`src/pei_pkg.sv`:
```
// package of the event status and interrupt block: register offsets, field layout, reset values.
// assumes a 16-bit management register port with 5-bit register addresses.
package pei_pkg;

	// ----------------------------------------
	// register addresses
	// ----------------------------------------
	localparam logic [4:0] ADDR_INTERRUPT_CONTROL     = 5'h11;
	localparam logic [4:0] ADDR_EVENT_STATUS_ENABLE   = 5'h12;
	localparam logic [4:0] ADDR_REGISTER_PAGE_SELECT  = 5'h13;
	localparam logic [4:0] ADDR_FALSE_CARRIER_COUNT   = 5'h14;

	// ----------------------------------------
	// field layout
	// ----------------------------------------
	localparam int NUM_EVENTS          = 8;
	localparam int PENDING_LSB         = 8;
	localparam int CTRL_INT_OE_BIT     = 0;
	localparam int CTRL_GLOBAL_EN_BIT  = 1;
	localparam int CTRL_TEST_FORCE_BIT = 2;
	localparam int PAGE_WIDTH          = 2;
	localparam int COUNT_WIDTH         = 8;
	// event index inside the 8-bit pending and enable fields
	localparam int EV_RX_ERROR_HALF    = 0;
	localparam int EV_FALSE_CARR_HALF  = 1;
	localparam int EV_LINK_CHANGE      = 5;

	// ----------------------------------------
	// reset values and page codes
	// ----------------------------------------
	localparam logic [15:0] REG_RESET        = 16'h0000;
	localparam logic [7:0]  COUNT_MAX        = 8'hFF;
	localparam logic [1:0]  PAGE_EXTENDED_0  = 2'h0;
	localparam logic [1:0]  PAGE_RESERVED    = 2'h1;
	localparam logic [1:0]  PAGE_LINK_DIAG   = 2'h2;

	// events from the link logic, one-cycle pulses, same clock
	typedef struct packed {
		logic link_quality;
		logic energy_detect;
		logic link_change;
		logic speed_change;
		logic duplex_change;
		logic autoneg_done;
	} pei_events_s;

	// management register access
	typedef struct packed {
		logic        rd;
		logic        wr;
		logic [4:0]  addr;
		logic [15:0] wdata;
	} pei_mgmt_req_s;

endpackage : pei_pkg

```
`src/pei_event_irq.sv`:
```
// event status flags, interrupt control, page select and false-carrier counter of one port.
// assumes the management serial engine hands over single-cycle register reads and writes on this clock;
// event pulses come from logic on the same clock, the shared pin is synchronised here.
// Function
// RULE1: flag an event's status bit if it occurred since the last status read
// RULE2: interrupt on event only with its enable and the control enables set
// RULE3: status flags set even when the event's interrupt is disabled
// RULE4: link quality bit 15, energy detect bit 14, link change bit 13
// RULE5: speed change bit 12, duplex change bit 11, autoneg done bit 10
// RULE6: false carrier half-full bit 9, receive error half-full bit 8
// RULE7: pending flags read back then clear on that read; reset to zero
// RULE8: read-write enables bits 7..0 in pending order, reset to zero
// RULE9: two-bit page field bits 1:0 selects bank at 14h..1Fh; 1 reserved
// RULE10: page register bits 15:2 ignore writes and read zero
// RULE11: 8-bit false carrier count increments once per false carrier event
// RULE12: false carrier count sticks at FFh instead of wrapping
// RULE13: count resets zero, read-only, clears on read, bits 15:8 read zero
// RULE14: global enable bit 1 gates all event interrupts
// RULE15: test bit 2 keeps interrupt asserted while set
// RULE16: bit 0 makes shared pin interrupt output, else power-down input
// RULE17: counter half-full when its top bit becomes set, sets pending flag
// RULE18: interrupt stays while any enabled pending flag set, drops once cleared
`timescale 1ns/1ns
module pei_event_irq (
	input  wire logic                  clock,
	input  wire logic                  rst,
	input  wire logic                  ce,
	input  wire pei_pkg::pei_mgmt_req_s mgmt_req,
	input  wire pei_pkg::pei_events_s   events,
	input  wire logic                  false_carrier_event,
	input  wire logic                  rx_error_count_msb,
	input  wire logic                  powerdown_or_irq_pin_in,
	output logic [15:0]                mgmt_rdata,
	output logic                       mgmt_rvalid,
	output logic [1:0]                 register_page_select,
	output logic                       powerdown_or_irq_pin_out,
	output logic                       powerdown_or_irq_pin_oe,
	output logic                       powerdown_request
);

	// ----------------------------------------
	// state
	// ----------------------------------------
	logic [7:0]  pending_reg;
	logic [7:0]  pending_next;
	logic [7:0]  irq_enable_reg;
	logic [2:0]  control_reg;
	logic [1:0]  page_reg;
	logic [7:0]  fc_count_reg;
	logic [7:0]  fc_count_next;
	logic        rx_msb_reg;
	logic [2:0]  pin_sync_reg;
	logic [7:0]  event_hit;
	logic        rd_status;
	logic        rd_count;
	logic        fc_half_event;
	logic        rx_half_event;
	logic        irq_active;

	assign rd_status = ce && mgmt_req.rd && (mgmt_req.addr == pei_pkg::ADDR_EVENT_STATUS_ENABLE);
	// the counter shares its address with other pages; only page 0 shows it, so only there may a read clear it
	function automatic logic count_page_open(input logic [1:0] page);
		return page == pei_pkg::PAGE_EXTENDED_0;
	endfunction : count_page_open

	assign rd_count  = ce && mgmt_req.rd && (mgmt_req.addr == pei_pkg::ADDR_FALSE_CARRIER_COUNT)
	                   && count_page_open(page_reg); // [RULE9]

	// ----------------------------------------
	// false carrier counter
	// ----------------------------------------
	always_comb begin
		fc_count_next = fc_count_reg;
		if (rd_count) begin
			fc_count_next = '0; // [RULE13]
		end
		// an event in the read cycle is counted in the cleared value, not lost
		if (false_carrier_event) begin
			if (rd_count) begin
				fc_count_next = 8'h01; // [RULE11]
			end else if (fc_count_reg != pei_pkg::COUNT_MAX) begin
				fc_count_next = fc_count_reg + 8'h01; // [RULE11]
			end else begin
				fc_count_next = pei_pkg::COUNT_MAX; // [RULE12]
			end
		end
	end

	always_ff @(posedge clock or posedge rst) begin
		if (rst) begin
			fc_count_reg <= '0; // [RULE13]
		end else if (ce) begin
			fc_count_reg <= fc_count_next;
		end
	end

	// half-full on the rising edge of each counter's top bit
	assign fc_half_event = fc_count_next[pei_pkg::COUNT_WIDTH-1] && !fc_count_reg[pei_pkg::COUNT_WIDTH-1]; // [RULE17]
	assign rx_half_event = rx_error_count_msb && !rx_msb_reg; // [RULE17]

	always_ff @(posedge clock or posedge rst) begin
		if (rst) begin
			rx_msb_reg <= 1'b0;
		end else if (ce) begin
			rx_msb_reg <= rx_error_count_msb;
		end
	end

	// ----------------------------------------
	// pending flags
	// ----------------------------------------
	// bit order: lq, ed, link, speed, duplex, autoneg, fc half, rx half
	assign event_hit = {events, fc_half_event, rx_half_event}; // [RULE4] [RULE5] [RULE6]

	always_comb begin
		pending_next = pending_reg;
		if (rd_status) begin
			pending_next = '0; // [RULE7]
		end
		// set wins over the read clear; enables play no part here
		pending_next = pending_next | event_hit; // [RULE1] [RULE3]
	end

	always_ff @(posedge clock or posedge rst) begin
		if (rst) begin
			pending_reg <= '0; // [RULE7]
		end else if (ce) begin
			pending_reg <= pending_next;
		end
	end

	// ----------------------------------------
	// writable registers
	// ----------------------------------------
	always_ff @(posedge clock or posedge rst) begin
		if (rst) begin
			irq_enable_reg <= '0; // [RULE8]
			control_reg    <= '0;
			page_reg       <= pei_pkg::PAGE_EXTENDED_0;
		end else if (ce && mgmt_req.wr) begin
			unique case (mgmt_req.addr)
				pei_pkg::ADDR_EVENT_STATUS_ENABLE: begin
					irq_enable_reg <= mgmt_req.wdata[pei_pkg::NUM_EVENTS-1:0]; // [RULE8]
				end
				pei_pkg::ADDR_INTERRUPT_CONTROL: begin
					control_reg <= mgmt_req.wdata[pei_pkg::CTRL_TEST_FORCE_BIT:0]; // [RULE14] [RULE15] [RULE16]
				end
				pei_pkg::ADDR_REGISTER_PAGE_SELECT: begin
					page_reg <= mgmt_req.wdata[pei_pkg::PAGE_WIDTH-1:0]; // [RULE9] [RULE10]
				end
				default: begin
				end
			endcase
		end
	end

	assign register_page_select = page_reg;

	// ----------------------------------------
	// read data
	// ----------------------------------------
	always_ff @(posedge clock or posedge rst) begin
		if (rst) begin
			mgmt_rdata  <= pei_pkg::REG_RESET;
			mgmt_rvalid <= 1'b0;
		end else if (ce) begin
			mgmt_rvalid <= mgmt_req.rd;
			mgmt_rdata  <= pei_pkg::REG_RESET;
			if (mgmt_req.rd) begin
				unique case (mgmt_req.addr)
					pei_pkg::ADDR_EVENT_STATUS_ENABLE: begin
						mgmt_rdata <= {pending_reg, irq_enable_reg}; // [RULE7]
					end
					pei_pkg::ADDR_INTERRUPT_CONTROL: begin
						mgmt_rdata <= {13'h0000, control_reg};
					end
					pei_pkg::ADDR_REGISTER_PAGE_SELECT: begin
						mgmt_rdata <= {14'h0000, page_reg}; // [RULE10]
					end
					pei_pkg::ADDR_FALSE_CARRIER_COUNT: begin
						// other pages belong to blocks outside; read zero here
						if (count_page_open(page_reg)) begin
							mgmt_rdata <= {8'h00, fc_count_reg}; // [RULE13]
						end
					end
					default: begin
					end
				endcase
			end
		end
	end

	// ----------------------------------------
	// interrupt and shared pin
	// ----------------------------------------
	assign irq_active = control_reg[pei_pkg::CTRL_TEST_FORCE_BIT] // [RULE15]
	                    || (control_reg[pei_pkg::CTRL_GLOBAL_EN_BIT] && |(pending_reg & irq_enable_reg)); // [RULE2] [RULE14] [RULE18]

	// pin is active low; it floats as power-down input while not enabled as output
	always_ff @(posedge clock or posedge rst) begin
		if (rst) begin
			powerdown_or_irq_pin_out <= 1'b1;
			powerdown_or_irq_pin_oe  <= 1'b0;
		end else if (ce) begin
			powerdown_or_irq_pin_out <= !irq_active;
			powerdown_or_irq_pin_oe  <= control_reg[pei_pkg::CTRL_INT_OE_BIT]; // [RULE16]
		end
	end

	// three-stage sampler; only stages two and three are compared
	always_ff @(posedge clock or posedge rst) begin
		if (rst) begin
			pin_sync_reg <= 3'h7;
		end else if (ce) begin
			pin_sync_reg <= {pin_sync_reg[1:0], powerdown_or_irq_pin_in};
		end
	end

	always_ff @(posedge clock or posedge rst) begin
		if (rst) begin
			powerdown_request <= 1'b0;
		end else if (ce) begin
			if (!control_reg[pei_pkg::CTRL_INT_OE_BIT]) begin
				if (pin_sync_reg[1] == pin_sync_reg[2]) begin
					powerdown_request <= !pin_sync_reg[2]; // [RULE16]
				end
			end else begin
				powerdown_request <= 1'b0;
			end
		end
	end
endmodule : pei_event_irq

```
`config.mk`:
```
export PLATFORM = sky130hd
export DESIGN_NAME = pei_event_irq
export DESIGN_NICKNAME = d
export VERILOG_FILES = /design/src/pei_pkg.sv /design/src/pei_event_irq.sv
export SDC_FILE = /design/constraint.sdc
export NUM_CORES = 1
export LEC_CHECK = 0
export ABC_CLOCK_PERIOD_IN_PS = 1400
export BUFFER_PORTS_ARGS = -buffer_cell sky130_fd_sc_hd__buf_2
export CAP_MARGIN = 0
export CORE_ASPECT_RATIO = 1.4
export CORE_UTILIZATION = 40
export DETAILED_ROUTE_END_ITERATION = 6
export PLACE_DENSITY_LB_ADDON = 0.05
export SYNTH_ARGS = -nofsm -noshare
export SYNTH_HDL_FRONTEND = slang
export SYNTH_SLANG_ARGS = --single-unit
```
`constraint.sdc`:
```
create_clock -name clock -period 1.4 [get_ports clock]
set_input_delay 0 -clock clock [delete_from_list [all_inputs] [get_ports clock]]
set_output_delay 0 -clock clock [all_outputs]
set_load 0.005 [all_outputs]
```
==> qor.tcl <==
set qor(worstPathCellList) {ha_4 > nand4_1 > nor2_1 > and3_1 > nor3_2}
set qor(synth.top_cell.area_share_pct) 49.6
set qor(tightest_slew_ns) 0.587
set qor(die_height_um) 95.0
set qor(depth_of_the_cts_h_tree) 2
set qor(complex_gate_fraction_of_the_synthesized_area_pct) 14.6
set qor(design.portCount) 57
set qor(synthesis.area_um2) 2470
set qor(routed_wire_length_per_instance_um) 15.3
set qor(path_depth) 5
set qor(synth_nets) 243
set qor(clock_insertion_delay_worst_skew_ns) 0.31
set qor(timing.hold.worst_path_depth) 3
set qor(grt_start_max_net_pins) 54
set qor(io_buffer_count) 48
set qor(start_util_pct) 41.8
set qor(placeableCoreArea_um2) 5900
set qor(detail_route.vias_per_cell) 5.22
set qor(routability_congestion_estimate) 0.736
set qor(die_width_um) 68.4
set qor(report.final.slew_viol_count) 0
set qor(unrepaired_setup_endpoints_after_global_routing) {false}
set qor(seq_area_frac_synth_pct) 53.9
set qor(multiInputGateArea_um2) 1060
set qor(finalCritPeriodShare_pct) 95.6
set qor(hpwlAfterDp_um) 3980
set qor(wire_length_of_the_first_global_routing_pass_um) 8800
set qor(run_status) {finished clean}
set qor(final_core_utilization_pct) 53.6
set qor(tritoncts.num_buffers) 5
set qor(worst_setup_hold_path_clk_slew_ns) 0.11
set qor(total_leakage_power_nw) 1.50
set qor(grt.overflow.total) 0
set qor(drt_pre_antenna_iters) 4
set qor(areaGrowthSynthToFinish_pct) 28.1
set qor(seq_area_um2) 1330
set qor(num_antenna_cells) 0
set qor(required_ns) 1.62
set qor(synth_async_sr_flop_share_pct) 100
set qor(antenna_found_initial) 0
set qor(detail_route.wirelength_um) 5470
set qor(critical_path.n_buffers_inverters) 0
set qor(post_synth_num_cell_types) 41
set qor(synth_area_per_cell_um2) 11.9
set qor(setup_violations) 0
set qor(timing.setup.tns_ns) 0
set qor(worstRegToRegCells) 5
set qor(hold_viol) 0
set qor(maxSlewHeadroom_pct) 60.8
set qor(grt_pass1_vias) 1805
set qor(timing.critical_path.arrival_ns) 1.56
set qor(cts_tree) {done}
set qor(gr-usage-all-layers_pct) 18.6
set qor(clock_path_buffers) 2
set qor(drv_cap) 0
set qor(cpPeakStageDelay_ns) 0.45
set qor(synth_area_leader_cell) {dfrtp_1}
set qor(postRouteAntennaNets) 0
set qor(critical_path.top_delay_family) {simple AND/OR/NAND/NOR gates}
set qor(crit_type) {register to register}
set qor(placementRows) 33
set qor(count_of_unresolved_drc_violations_after_routing) 0
set qor(layout_nets) 322
set qor(adder_cell_area_share_of_the_yosys_netlist_pct) 0.507
set qor(clock-sinks) 53
set qor(max_ffs_per_register) 16
set qor(yosys_warnings) 0
set qor(floorplan.die_area_um2) 6500
set qor(postSynth.topFlopCell) {dfrtp_1}
set qor(syn_inst) 207
set qor(critPathCaptureType) {register}
set qor(achievable-frequency_mhz) 747
set qor(dr_total_vias) 1865
set qor(synth-edff-count) 0
set qor(top_register) {mgmt_rdata}
set qor(fill_cells) 559
set qor(flip_flop_and_latch_count_after_synthesis) 53
set qor(yosys-mux-area-fraction_pct) 10.9
set qor(largest_family_of_logic_cells_by_synthesized_area) {simple AND/OR/NAND/NOR gates}
set qor(detailedRoute.firstIterationViolations) 65
set qor(crit_slowest_cell) {dfrtp_1}
set qor(clockRootBuffer) {clkbuf_8}
set qor(ys_top_cells_by_area) {dfrtp_1 (50%), a22o_1 (5.3%), mux2_4 (4.9%), dfstp_2 (4.3%), mux2_2 (3.6%)}
set qor(final_period_minus_worst_setup_slack_ns) 1.34
set qor(synthSimpleGateAreaFrac_pct) 14.9
set qor(startpoint_type) {register}
set qor(critPathMaxFanout) 4
set qor(worst_skew_ns) 0.0124
set qor(drive_above_1_share_pct) 37.3
set qor(vdd_ir_drop_max_v) 0.000608
set qor(synth_xor_area_share_pct) 0.355
set qor(hold_path_class) {input port to register}
set qor(pwr_density_cell_nw_per_um2) 1100
## cells by family (layout without fill, tap and decap cells)
logic type               after synthesis  in the layout
AO/OA/AOI/OAI                         47             47
AND/OR/NAND/NOR                       65             65
adder cells (fa/ha/maj)                1              1
buffers and inverters                 18             98
flip-flops                            53             53
XOR/XNOR                               1              1
multiplexers                          22             22
## placed cells by master, fill, tap and decap left out, drive strengths merged
cell type and n:
inv 7, a2bb2oi 1, a22oi 10, clkinv 2
or4b 1, or2 1, a31oi 2, and4b 1
dfrtp 49, nand3 4, dfstp 4, a221oi 2
mux2i 6, clkbuf 5, ha 1, nor2 14
nand2b 3, o21ai 5, and3 6, a32o 1
dlygate4sd3 17, buf 67, a22o 15, nand2 12
mux2 16, o2bb2ai 7, a21oi 4, nor3b 2
nor2b 6, and2 1, xor2 1, nor3 9
nand4 4, nor4b 1
## final timing paths
check / start / end / slack [ns]
worst min-delay path: false_carrier_event / fc_count_reg[1]$_DFFE_PP0P_ / 0.04
min in group asynchronous: rst / pending_reg[6]$_DFFE_PP0P_ / 0.26
worst max register to register: fc_count_reg[0]$_DFFE_PP0P_ / fc_count_reg[4]$_DFFE_PP0P_ / 0.06
worst max-delay path: fc_count_reg[0]$_DFFE_PP0P_ / fc_count_reg[4]$_DFFE_PP0P_ / 0.06
worst min register to register: control_reg[1]$_DFFE_PP0P_ / powerdown_or_irq_pin_out$_DFFE_PP1P_ / 0.46
max in group asynchronous: rst / pin_sync_reg[2]$_DFFE_PP1P_ / 0.84
## worst min-delay path: cells and delay by family
family          cells  cell delay, ns
compound gates      1            0.14
simple gates        1            0.05
buf+inv             1            0.12
## stage by stage
stage	instance area, um^2	power, W	worst slack, ns	std cells	hold slack (ns)
after floorplan	2470	0.00223	0.120	207	0.121
after global placement	2840	0.00249	0.0182	330	0.0717
after detailed placement	2840	0.00250	0.00495	330	0.0716
after CTS	3110	0.00348	0.00223	355	0.0292
after global routing	3160	0.00368	0.00253	357	0.0360
final	3160	0.00348	0.0610	357	0.0427
## cells in the mapped netlist, types with 5 or more instances
library cell,instances
o2bb2ai_1,7
nand2_1,12
dfrtp_1,49
nor2b_1,5
nor3_1,9
and3_1,5
mux2_4,8
inv_1,5
a22oi_1,10
o21ai_0,5
mux2i_1,6
nor2_1,13
a22o_1,15
mux2_2,8
## cell type report
class | count | area share [%]
flip-flops and latches | 53 | 42.1
multi-input cells | 136 | 33.5
repair buffers | 84 | 17.9
well taps | 70 | 2.77
clock buffers | 5 | 2.17
clock inverters | 3 | 0.909
inverters | 6 | 0.712
## power by group
part	switching, W	leakage [nW]	internal, W
Combinational	0.000310	0.791	0.000372
Sequential	0.000153	0.659	0.00171
Clock	0.000560	0.0506	0.000375
Total	0.00102	1.50	0.00246
## repair_timing
action | 4_1_cts | 5_1_grt
cloned | 0 | 0
hold endpoints to repair | 75 | 0
hold buffers | 17 | 0
gates resized for setup | 1 | 6
setup buffers | 0 | 2
pin swaps | 0 | 4
setup endpoints to repair | 3 | 6
## metal layers
metal  GRT usage (%)  part of all wire, %  up-vias
met1            23.8                   45      912
met2            31.1                   52       28
met3            3.26                  2.2        7
met5               0                    0        -
met4            5.73                  1.3        0
li1                -                    -      918
No activity file was read; power rests on OpenSTA's default activity.
